### src/lpm_pkg.sv
// Constants, encodings and register map of the low-power mode controller
package lpm_pkg;

   // -----------------------------------------------------------------
   // Register byte addresses
   // -----------------------------------------------------------------
   localparam logic [31:0] ADDR_CLOCK_SEL = 32'h0000_0000;
   localparam logic [31:0] ADDR_WAKE_EN = 32'h0000_0004;
   localparam logic [31:0] ADDR_KEY_CFG = 32'h0000_0008;
   localparam logic [31:0] ADDR_PERIPH_EN = 32'h0000_000c;
   localparam logic [31:0] ADDR_MODE_STAT = 32'h0000_0010;
   localparam logic [31:0] ADDR_IRQ_STAT = 32'h0000_0014;
   localparam logic [31:0] ADDR_IRQ_CLR = 32'h0000_0018;
   localparam logic [31:0] ADDR_IRQ_EN = 32'h0000_001c;
   localparam logic [31:0] ADDR_RET_ADDR = 32'h0000_0020;

   // -----------------------------------------------------------------
   // Widths and field positions
   // -----------------------------------------------------------------
   localparam int KEY_W = 8;
   localparam int PERIPH_W = 8;
   localparam int PC_W = 16;
   localparam int WAKE_EN_W = 5;
   localparam int EV_W = 3;
   localparam int OSC_CNT_W = 21;
   localparam int PSTOP_BIT = 0;
   localparam int WAKE_IRQ_BIT = 0;
   localparam int WAKE_CAN_BIT = 1;
   localparam int WAKE_TIMER_BIT = 2;
   localparam int WAKE_WDOG_BIT = 3;
   localparam int WAKE_PERIPH_BIT = 4;
   localparam int KEY_EN_LSB = 0;
   localparam int KEY_EDGE_LSB = 8;
   localparam int STAT_MODE_LSB = 0;
   localparam int STAT_STATE_LSB = 4;
   localparam int STAT_SRC_LSB = 8;
   localparam int EV_WAKE = 0;
   localparam int EV_STOP_REFUSED = 1;
   localparam int EV_OSC_READY = 2;

   // -----------------------------------------------------------------
   // Reset values
   // -----------------------------------------------------------------
   localparam logic PSTOP_RST = 1'b0;
   localparam logic [WAKE_EN_W-1:0] WAKE_EN_RST = 5'h00;
   localparam logic [KEY_W-1:0] KEY_EN_RST = 8'h00;
   localparam logic [KEY_W-1:0] KEY_EDGE_RST = 8'h00;
   localparam logic [PERIPH_W-1:0] PERIPH_EN_RST = 8'hff;
   localparam logic [EV_W-1:0] EV_RST = 3'h0;
   localparam logic [PC_W-1:0] PC_RST = 16'h0000;

   // -----------------------------------------------------------------
   // Timing
   // -----------------------------------------------------------------
   localparam real CLK_PERIOD_NS = 5.0;
   localparam real OSC_RESTART_MS = 8.00;
   localparam int OSC_RESTART_CYC_DEF =
      int'($ceil(OSC_RESTART_MS * 1.0e6 / CLK_PERIOD_NS));

   // -----------------------------------------------------------------
   // Encodings
   // -----------------------------------------------------------------
   typedef enum logic [1:0] {
      MODE_RUN = 2'h0,
      MODE_WAIT = 2'h1,
      MODE_PSTOP = 2'h3,
      MODE_STOP = 2'h2
   } mode_e;

   typedef enum logic [2:0] {
      ST_RUN = 3'h0,
      ST_STACK = 3'h1,
      ST_GATED = 3'h3,
      ST_OSC_WAIT = 3'h2,
      ST_RESTORE = 3'h6
   } seq_e;

   typedef enum logic [2:0] {
      SRC_NONE = 3'h0,
      SRC_NONMASKABLE_INTERRUPT_PIN = 3'h1,
      SRC_IRQ = 3'h2,
      SRC_KEY = 3'h3,
      SRC_CAN = 3'h4,
      SRC_TIMER = 3'h5,
      SRC_WDOG = 3'h6,
      SRC_PERIPH = 3'h7
   } src_e;

endpackage

### src/lpm_ctrl.sv
// Low-power mode controller with AHB-Lite register slave
// What this block does
// Stop ignored while stop-disable bit set
// Pseudo-stop select picks pseudo-stop or stop
// Only stop or wait instruction enters
// Registers stacked before clocks are gated
// Return address is the following instruction
// Stop: oscillator off, external wake only
// Stop: only CAN activity among peripherals
// Interrupt pin falling edge wakes, maskable
// Key wake-up edge selectable, maskable
// Pseudo-stop clocks only timer and watchdog
// Wait halts CPU, enabled peripherals clocked
// Wait: any unmasked interrupt wakes
// Configuration kept in all low-power modes
// Software sets wake-up conditions beforehand
// Wait/pseudo-stop exit fetches vector promptly
// Masked nonmaskable wake resumes next instruction
// Stop exit waits oscillator restart delay
// Clocks restored before service routine starts
module lpm_ctrl
   import lpm_pkg::*;
#(
   parameter int unsigned OSC_RESTART_CYC = OSC_RESTART_CYC_DEF
) (
   input wire logic hclk,
   input wire logic hresetn,
   input wire logic hsel,
   input wire logic [31:0] haddr,
   input wire logic [1:0] htrans,
   input wire logic hwrite,
   input wire logic [2:0] hsize,
   input wire logic [31:0] hwdata,
   input wire logic hready,
   output logic [31:0] hrdata,
   output logic hreadyout,
   output logic hresp,
   input wire logic stop_instr,
   input wire logic wait_instr,
   input wire logic stop_disable,
   input wire logic nonmaskable_interrupt_pin_mask,
   input wire logic [PC_W-1:0] next_pc,
   input wire logic stack_done,
   output logic stack_req,
   output logic cpu_halt,
   output logic [PC_W-1:0] return_addr,
   output logic vector_fetch,
   output logic resume_next,
   output logic [2:0] wake_source,
   input wire logic irq_n,
   input wire logic nonmaskable_interrupt_pin_n,
   input wire logic [KEY_W-1:0] key_pins,
   input wire logic can_activity,
   input wire logic timer_irq,
   input wire logic wdog_irq,
   input wire logic periph_irq,
   output logic osc_en,
   output logic cpu_clk_en,
   output logic bus_clk_en,
   output logic timer_clk_en,
   output logic can_clk_en,
   output logic [PERIPH_W-1:0] periph_clk_en,
   output logic irq
);

   // ----------------------------------------------------------------
   // State
   // ----------------------------------------------------------------
   typedef struct packed {
      seq_e state;
      mode_e mode;
      src_e src;
      logic pstop_sel;
      logic [WAKE_EN_W-1:0] wake_en;
      logic [KEY_W-1:0] key_en;
      logic [KEY_W-1:0] key_edge;
      logic [PERIPH_W-1:0] periph_en;
      logic [EV_W-1:0] ev_stat;
      logic [EV_W-1:0] ev_en;
      logic [PC_W-1:0] ret_addr;
      logic [OSC_CNT_W-1:0] osc_cnt;
      logic irq_prev;
      logic nonmaskable_interrupt_pin_prev;
      logic [KEY_W-1:0] key_prev;
      logic nonmaskable_interrupt_pin_masked;
      logic vector_fetch;
      logic resume_next;
      logic wr_pend;
      logic [31:0] wr_addr;
      logic [31:0] rdata;
   } ctl_s;

   localparam ctl_s CTL_RST = '{
      state: ST_RUN, mode: MODE_RUN, src: SRC_NONE,
      pstop_sel: PSTOP_RST, wake_en: WAKE_EN_RST,
      key_en: KEY_EN_RST, key_edge: KEY_EDGE_RST,
      periph_en: PERIPH_EN_RST, ev_stat: EV_RST, ev_en: EV_RST,
      ret_addr: PC_RST, osc_cnt: '0, irq_prev: 1'b1, nonmaskable_interrupt_pin_prev: 1'b1,
      key_prev: '0, nonmaskable_interrupt_pin_masked: 1'b0, vector_fetch: 1'b0,
      resume_next: 1'b0, wr_pend: 1'b0, wr_addr: '0, rdata: '0
   };

   localparam logic [OSC_CNT_W-1:0] OSC_LOAD =
      OSC_CNT_W'(OSC_RESTART_CYC - 1);

   ctl_s r;
   ctl_s n;
   logic [KEY_W-1:0] key_hit;
   logic irq_fall;
   logic nonmaskable_interrupt_pin_fall;
   logic gated;
   logic wake_any;
   src_e wake_src;
   logic [EV_W-1:0] ev_set;
   logic stop_take;
   logic wait_take;

   // ----------------------------------------------------------------
   // Wake-up detection
   // ----------------------------------------------------------------
   // Key wake-up per pin, 1 in key_edge selects rising
   for (genvar i = 0; i < KEY_W; i++) begin : g_key
      // edge select per pin
      assign key_hit[i] = r.key_en[i] &
         (r.key_edge[i] ? (key_pins[i] & ~r.key_prev[i])
                        : (~key_pins[i] & r.key_prev[i]));
   end

   assign irq_fall = r.irq_prev & ~irq_n;
   assign nonmaskable_interrupt_pin_fall = r.nonmaskable_interrupt_pin_prev & ~nonmaskable_interrupt_pin_n;
   assign gated = (r.state == ST_GATED);
   assign stop_take = (r.state == ST_RUN) & stop_instr & ~stop_disable;
   assign wait_take = (r.state == ST_RUN) & ~stop_instr & wait_instr;

   // Fixed priority; timer and watchdog are dead with the oscillator off
   always_comb begin
      wake_src = SRC_NONE;
      // only external sources while oscillator off
      if (nonmaskable_interrupt_pin_fall) begin
         wake_src = SRC_NONMASKABLE_INTERRUPT_PIN;
      // falling edge, maskable
      end else if (irq_fall & r.wake_en[WAKE_IRQ_BIT]) begin
         wake_src = SRC_IRQ;
      end else if (|key_hit) begin
         wake_src = SRC_KEY;
      // CAN port logic still sees bus activity
      end else if (can_activity & r.wake_en[WAKE_CAN_BIT]) begin
         wake_src = SRC_CAN;
      // timer and watchdog clocked except in stop
      end else if (r.mode != MODE_STOP && timer_irq &&
                   r.wake_en[WAKE_TIMER_BIT]) begin
         wake_src = SRC_TIMER;
      end else if (r.mode != MODE_STOP && wdog_irq &&
                   r.wake_en[WAKE_WDOG_BIT]) begin
         wake_src = SRC_WDOG;
      // any unmasked interrupt in wait
      end else if (r.mode == MODE_WAIT && periph_irq &&
                   r.wake_en[WAKE_PERIPH_BIT]) begin
         wake_src = SRC_PERIPH;
      end
   end

   assign wake_any = (wake_src != SRC_NONE);

   // ----------------------------------------------------------------
   // Register read mux
   // ----------------------------------------------------------------
   function automatic logic [31:0] rd_word(input logic [31:0] a,
                                           input ctl_s s);
      logic [31:0] d;
      d = '0;
      case (a)
         ADDR_CLOCK_SEL: d[PSTOP_BIT] = s.pstop_sel;
         ADDR_WAKE_EN: d[WAKE_EN_W-1:0] = s.wake_en;
         ADDR_KEY_CFG: begin
            d[KEY_EN_LSB +: KEY_W] = s.key_en;
            d[KEY_EDGE_LSB +: KEY_W] = s.key_edge;
         end
         ADDR_PERIPH_EN: d[PERIPH_W-1:0] = s.periph_en;
         ADDR_MODE_STAT: begin
            d[STAT_MODE_LSB +: 2] = s.mode;
            d[STAT_STATE_LSB +: 3] = s.state;
            d[STAT_SRC_LSB +: 3] = s.src;
         end
         ADDR_IRQ_STAT: d[EV_W-1:0] = s.ev_stat;
         ADDR_IRQ_EN: d[EV_W-1:0] = s.ev_en;
         ADDR_RET_ADDR: d[PC_W-1:0] = s.ret_addr;
         default: d = '0;
      endcase
      return d;
   endfunction

   // ----------------------------------------------------------------
   // Next state
   // ----------------------------------------------------------------
   always_comb begin
      n = r;
      ev_set = '0;
      n.vector_fetch = 1'b0;
      n.resume_next = 1'b0;
      n.irq_prev = irq_n;
      n.nonmaskable_interrupt_pin_prev = nonmaskable_interrupt_pin_n;
      n.key_prev = key_pins;
      case (r.state)
         ST_RUN: begin
            // only the two instructions leave run
            if (stop_take) begin
               n.state = ST_STACK;
               // select bit read at execution
               n.mode = r.pstop_sel ? MODE_PSTOP : MODE_STOP;
               // return to following instruction
               n.ret_addr = next_pc;
            // stop-disable turns stop into a no-op
            end else if (stop_instr) begin
               ev_set[EV_STOP_REFUSED] = 1'b1;
            end else if (wait_take) begin
               n.state = ST_STACK;
               n.mode = MODE_WAIT;
               n.ret_addr = next_pc;
            end
         end
         ST_STACK: begin
            // clocks stay on until stacking done
            if (stack_done) begin
               n.state = ST_GATED;
            end
         end
         ST_GATED: begin
            if (wake_any) begin
               n.src = wake_src;
               n.nonmaskable_interrupt_pin_masked = (wake_src == SRC_NONMASKABLE_INTERRUPT_PIN) & nonmaskable_interrupt_pin_mask;
               ev_set[EV_WAKE] = 1'b1;
               // stop exit waits for oscillator
               if (r.mode == MODE_STOP) begin
                  n.state = ST_OSC_WAIT;
                  n.osc_cnt = OSC_LOAD;
               end else begin
                  n.state = ST_RESTORE;
               end
            end
         end
         ST_OSC_WAIT: begin
            if (r.osc_cnt == '0) begin
               n.state = ST_RESTORE;
               ev_set[EV_OSC_READY] = 1'b1;
            end else begin
               n.osc_cnt = r.osc_cnt - 1'b1;
            end
         end
         ST_RESTORE: begin
            // one cycle with clocks on before resuming
            n.state = ST_RUN;
            n.mode = MODE_RUN;
            // masked nonmaskable wake skips vector
            if (r.nonmaskable_interrupt_pin_masked) begin
               n.resume_next = 1'b1;
            // vector fetch of waking source
            end else begin
               n.vector_fetch = 1'b1;
            end
         end
         default: begin
            n.state = ST_RUN;
            n.mode = MODE_RUN;
         end
      endcase
      // configuration changes only by bus writes
      if (r.wr_pend) begin
         case (r.wr_addr)
            ADDR_CLOCK_SEL: n.pstop_sel = hwdata[PSTOP_BIT];
            ADDR_WAKE_EN: n.wake_en = hwdata[WAKE_EN_W-1:0];
            ADDR_KEY_CFG: begin
               n.key_en = hwdata[KEY_EN_LSB +: KEY_W];
               n.key_edge = hwdata[KEY_EDGE_LSB +: KEY_W];
            end
            ADDR_PERIPH_EN: n.periph_en = hwdata[PERIPH_W-1:0];
            ADDR_IRQ_EN: n.ev_en = hwdata[EV_W-1:0];
            default: n.ev_en = r.ev_en;
         endcase
      end
      // Set wins over a clear in the same cycle
      if (r.wr_pend && r.wr_addr == ADDR_IRQ_CLR) begin
         n.ev_stat = (r.ev_stat & ~hwdata[EV_W-1:0]) | ev_set;
      end else begin
         n.ev_stat = r.ev_stat | ev_set;
      end
      // Zero-wait slave; read data fetched in the address phase
      n.wr_pend = hsel & hready & htrans[1] & hwrite;
      n.wr_addr = haddr;
      if (hsel && hready && htrans[1] && !hwrite) begin
         n.rdata = rd_word(haddr, r);
      end
   end

   always_ff @(posedge hclk or negedge hresetn) begin
      if (!hresetn) begin
         r <= CTL_RST;
      end else begin
         r <= n;
      end
   end

   // ----------------------------------------------------------------
   // Outputs
   // ----------------------------------------------------------------
   assign hrdata = r.rdata;
   assign hreadyout = 1'b1;
   assign hresp = 1'b0;
   assign stack_req = (r.state == ST_STACK);
   assign return_addr = r.ret_addr;
   assign vector_fetch = r.vector_fetch;
   assign resume_next = r.resume_next;
   assign wake_source = r.src;
   assign irq = |(r.ev_stat & r.ev_en);

   // oscillator off only while gated in stop
   assign osc_en = ~(gated & (r.mode == MODE_STOP));
   // CPU halted whenever gated or restarting
   assign cpu_clk_en = (r.state == ST_RUN) | (r.state == ST_STACK) |
                       (r.state == ST_RESTORE);
   assign cpu_halt = ~cpu_clk_en;
   // bus clock withheld in both stop modes
   assign bus_clk_en = cpu_clk_en | (gated & (r.mode == MODE_WAIT));
   assign timer_clk_en = cpu_clk_en | (gated & (r.mode != MODE_STOP));
   // CAN stays clocked in wait for first message
   assign can_clk_en = bus_clk_en;
   // only enabled modules clocked in wait
   assign periph_clk_en = cpu_clk_en ? {PERIPH_W{1'b1}} :
      ((gated && r.mode == MODE_WAIT) ? r.periph_en : '0);
endmodule // lpm_ctrl

### config.mk
export PLATFORM = sky130hd
export DESIGN_NAME = lpm_ctrl
export DESIGN_NICKNAME = d
export VERILOG_FILES = /design/src/lpm_pkg.sv /design/src/lpm_ctrl.sv
export SDC_FILE = /design/constraint.sdc
export NUM_CORES = 1
export LEC_CHECK = 0
export ABC_CLOCK_PERIOD_IN_PS = 4900
export BUFFER_PORTS_ARGS = -buffer_cell sky130_fd_sc_hd__buf_2
export CAP_MARGIN = 0
export CORE_ASPECT_RATIO = 0.8
export CORE_UTILIZATION = 30
export DETAILED_ROUTE_END_ITERATION = 8
export GPL_TIMING_DRIVEN = 0
export PLACE_DENSITY = 0.46
export SLEW_MARGIN = 0
export SYNTH_ARGS = -nofsm -noshare
export SYNTH_HDL_FRONTEND = slang
export SYNTH_SLANG_ARGS = --single-unit
### constraint.sdc
create_clock -name hclk -period 4.9 [get_ports hclk]
set_clock_uncertainty 0.15 [all_clocks]
set_input_delay 0.245 -clock hclk [delete_from_list [all_inputs] [get_ports hclk]]
set_output_delay 0.245 -clock hclk [all_outputs]
set_load 0.01 [all_outputs]
# After elaboration in Yosys (flattened, before gate mapping)
# Cells that the tools add are included.
[word_totals]
register_bits = 143
inputBits = 109
out_inout_bits = 71
wordCells = 207
[op_classes]
n_addsub = 1
eq_ne = 28
n_mux = 54
n_bitwise = 71
reduce_logical = 32
[op_table]
columns = ["operator", "count"]
rows = [
  ["$eq 32x5->1 const B", 5],
  ["$eq 32x4->1 const B", 4],
  ["$eq 32x3->1 const B", 2],
  ["$logic_not 32->1", 2],
  ["$mux 21", 3],
  ["$mux 16", 3],
  ["$pmux 21 s2", 1],
  ["$and 1x1->1", 39],
  ["$mux 3", 12],
  ["$eq 32x6->1 const B", 1],
  ["$not 1->1", 23],
  ["$logic_not 21->1", 1],
  ["$sub 21x1->21 const B", 1],
  ["$mux 1", 18],
  ["$mux 8", 2],
  ["$mux 5", 3],
  ["$pmux 3 s4", 1],
  ["$reduce_and 2->1", 6],
  ["$logic_and 1x1->1", 11],
  ["$pmux 5 s2", 1],
  ["$pmux 3 s3", 1],
  ["$ne 2x2->1 const B", 4],
  ["$pmux 1 s8", 1],
  ["$pmux 2 s4", 1],
  ["other kinds (27)", 40],
]

# Depth between registers and ports, before layout
[depth]
depth_word = 15
mapped_depth = 10
mapped_depth_nobuf = 8

# Worst setup path before layout
# No wires, ideal clock.
[synth_path]
kind = "register to register"
from = "register r[78] (netlist name)"
to = "register r[88] (netlist name)"
setup_ns = 0.121
t_arrival_ns = 2.536
required_time_ns = 4.629
path_slack_ns = 2.092
stages_incl_launch_ff = 10
n_path_buf = 2
synth_period_minus_slack_ns = 2.808
path_cell_list = "dfrtp_1 -> inv_1 -> ha_1 -> or3b_4 -> or4b_4 -> buf_6 -> o41ai_4 -> buf_2 -> nor2_1 -> o22a_1"
[synth_via]
elab_chain_len = 3
word_cells_on_any_way = 6
classes_between = "add/sub (1); eq/ne (1); mux (2); reduce/logical (2)"
[synth_lines]
columns = ["item", "line", "source"]
rows = [
  ["from (decl)", "lpm_ctrl.sv:106", "ctl_s r;"],
  ["from (signal assigned)", "lpm_ctrl.sv:299", "r <= n;"],
  ["$sub 21x1->21 or $logic_not 21->1 (tied branches)", "lpm_ctrl.sv:247, lpm_ctrl.sv:243", ""],
  ["$mux 21 or $ne 2x2->1 (tied branches)", "--", ""],
  ["$pmux 21 s2 or $reduce_and 4->1 (tied branches)", "--", ""],
]
# Several ways; a longest one is shown, not always the timed one. The select of a mux whose other input is x is not followed.
# A chain may end at the register's enable or synchronous reset.

# Worst setup path after layout
# Ends and elaborated chain as after synthesis.

==> load_flow_metrics.sql <==
INSERT INTO impl_metrics (metric_group, metric, value, unit) VALUES
('sta', 'timing_hold_violations_final', '0', ''),
('setup_path', 'worst-setup-path-type', 'reg2reg', ''),
('placed_design', 'placed_wire_length_estimate_after_detailed_placement', '14.3', 'mm'),
('logic_synthesis', 'synth_common_cells', '133 x dfrtp_1, 55 x nor2_1, 54 x buf_4', ''),
('drt', 'drc', '0', ''),
('drt', 'dr_vias', '5652', ''),
('sta', 'tightest_slew', '1.26', 'ns'),
('logic_synthesis', 'synth_most_common_cell', 'dfrtp_1', ''),
('worst_hold_path', 'worst_hold_path_type', 'in2reg', ''),
('final_layout', 'insertedDiodeCount', '0', ''),
('grt', 'grt_first_pass_wirelength', '30.7', 'mm'),
('logic_synthesis', 'number_of_synthesized_register_bits', '143', ''),
('sta', 'grt_setup_unrepaired', 'no', ''),
('die', 'ios', '180', ''),
('sta', 'slew_headroom', '15.5', '%'),
('placed_design', 'postPlaceCellArea', '0.00796', 'mm2'),
('sta', 'fin_tns_setup', '0', 'ns'),
('sta', 'fin_ws', '1.77', 'ns'),
('final_layout', 'drive_above_1_share', '34.6', '%'),
('drt', 'ant_nets', '0', ''),
('die', 'floorplan.die.width', '170', 'um'),
('setup_path', 'timing.critical_path.arrival', '3.29', 'ns'),
('drt', 'postRouteWirelength', '19.6', 'mm'),
('die', 'core_region_area', '0.0219', 'mm2'),
('die', 'core.rowCount', '48', ''),
('logic_synthesis', 'top_cells_by_area_synth', 'dfrtp_1 49%, mux2_2 8.6%, buf_4 6.0%', ''),
('setup_path', 'worst_ep_required_time', '5.06', 'ns'),
('drt', 'detail_routed_net_length_per_standard_cell', '16.4', 'um'),
('clocking', 'tritoncts.num_buffers', '17', ''),
('setup_path', 'reg2regPathDepth', '9', ''),
('clocking', 'tritoncts_num_sinks', '143', ''),
('sta', 'layout_min_cycle_time', '3.13', 'ns'),
('setup_path', 'timing.critical_path.from_type', 'register', ''),
('clocking', 'cts-root-to-sink-buffers', '2', ''),
('sta', 'min_period_over_period', '63.9', '%'),
('logic_synthesis', 'yosys_warnings', '0', ''),
('final_layout', 'design_area', '0.00938', 'mm2'),
('grt', 'number_of_global_route_vias_before_repair', '5629', ''),
('logic_synthesis', 'synth_top_area_share', '49.0', '%'),
('setup_path', 'cp_top_family', 'simple AND/OR/NAND/NOR gates', ''),
('clocking', 'cts-resized-gates', '0', ''),
('logic_synthesis', 'ys_seq_area_share', '52.9', '%'),
('final_layout', 'design.final.nets', '989', ''),
('setup_path', 'crit_slowest_cell', 'or4b_4', ''),
('setup_path', 'cp_slowest_stage_delay', '0.53', 'ns'),
('placed_design', 'gp_congestion', '0.797', ''),
('flow_run', 'max-cap-violations', '0', ''),
('status', 'status', 'completed', ''),
('power', 'p_leak', '0.00424', 'uW'),
('clocking', 'cts.hold.buffers_added', '80', ''),
('clocking', 'tritoncts', 'done', ''),
('logic_synthesis', 'synth_cells', '622', ''),
('logic_synthesis', 'postSynthAreaPerCell', '10.9', 'um2'),
('clocking', 'htree_num_levels', '4', ''),
('clocking', 'clock_tree.root_cell', 'clkbuf_16', ''),
('logic_synthesis', 'post_synth_instance_area', '0.00679', 'mm2'),
('setup_path', 'endpoint_kind', 'register', ''),
('grt', 'gr-total-overflow', '0', ''),
('clocking', 'clock_network_latency_to_the_later_pin_of_the_worst_skew_pair', '0.44', 'ns'),
('placed_design', 'numPortBuffers', '141', ''),
('grt', 'grt_max_degree', '79', ''),
('power', 'ir_worst_vdd', '190', 'uV'),
('logic_synthesis', 'synthArstFlopShare', '100', '%'),
('sta', 'timing_max_transition_violations_final', '0', ''),
('drt', 'drt_pass1_iterations', '5', ''),
('logic_synthesis', 'synth_cell_type_count', '66', ''),
('logic_synthesis', 'synthDominantAreaCellType', 'dfrtp_1', ''),
('clocking', 'post_cts_buffers', '0', ''),
('die', 'dieArea', '0.0232', 'mm2'),
('setup_path', 'cp_cell_sequence', 'inv_1 > ha_1 > or3b_4 > or4b_4 > buf_6 > o41ai_4 > buf_2 > nor2_1 > o22a_1', ''),
('final_layout', 'area_growth_syn_to_layout', '38.2', '%');
## area by class of cell
class                      count  area (um2)
buffer                        76         513
clock buffer                  18         439
clock inverter                14         179
fill                        2160       12500
inverter                      16        60.1
multi-input combinational    403        2690
sequential                   143        3590
tap                          300         375
timing repair buffer         222        1540
## layer usage
| layer | track usage, % | vias to the layer above | share of wire, % |
|---|---|---|---|
| met5 | 0 | - | 0 |
| met4 | 4.40 | 0 | 0.40 |
| met1 | 25.3 | 2760 | 50 |
| li1 | - | 2721 | - |
| met3 | 3.88 | 6 | 5.6 |
| met2 | 26.9 | 165 | 44 |
## final timing paths
path                                           startpoint      endpoint  slack, ns
max                                                 r[78]         r[88]       1.77
min                        nonmaskable_interrupt_pin_mask         r[67]       0.13
max reg2reg                                         r[78]         r[88]       1.77
min reg2reg                                         r[67]  vector_fetch       0.30
max in group asynchronous                         hresetn         r[76]       3.53
min in group asynchronous                         hresetn         r[52]       0.22
## placed cells by master (no fill, tap or decap), types with 4 or more instances in the layout
master and n:
clkbuf_16 17, mux2_2 52, dfstp_2 10, dfrtp_1 133, nand2_1 42, or3_1 4, mux2i_1 5, o21ai_0 30
nor4_1 17, a21oi_1 23, nor2_1 55, dlygate4sd3_1 80, conb_1 18, nand2b_1 8, nand4b_1 7, nor4bb_1 5
o31ai_1 9, a221oi_1 6, o21a_1 9, buf_4 54, buf_6 4, nand3_1 10, inv_6 6, clkbuf_1 17
nand4_1 7, inv_1 15, nor3_1 13, o22a_1 5, or4_1 6, o22ai_1 6, a21o_1 7, buf_2 142
a22oi_1 8
## sequential cells by signal, summed over array words and instances (netlist names)
signal	flops
vector_fetch	1
return_addr	16
hrdata	16
resume_next	1
r	106
wake_source	3
## per-stage QoR
step           utilization [%]  hold WS [ns]  total power, uW  std cells
2_1_floorplan                -        -0.201             2240        638
3_3_place_gp              36.3         0.219             2680       1079
3_5_place_dp              36.4         0.129             2700       1080
4_1_cts                   42.9         0.111             4130       1192
5_1_grt                   42.9         0.146             4320       1192
6_report                  42.9         0.131             4090       1192
## where the power goes
part           switching [uW]  total, uW  internal (uW)  leakage, uW
sequential                145       1500           1350      0.00171
clock                     546       1370            824     0.000295
combinational             637       1220            584      0.00223
## logic make-up after synthesis
family                     Yosys count  synth area share (%)
AOI/OAI and AO/OA                  131                  13.5
and+or+nand+nor                    195                  15.2
other                                2                 0.111
DFF                                143                  52.9
muxes                               58                  9.69
buffers and inverters               92                  8.44
adders and majority gates            1                 0.184
## tightest hold or removal path: stages
cell and delay, ns:
buf_2 0.08, a21boi_0 0.16, a32o_1 0.17
No activity file was read; power rests on OpenSTA's default activity.
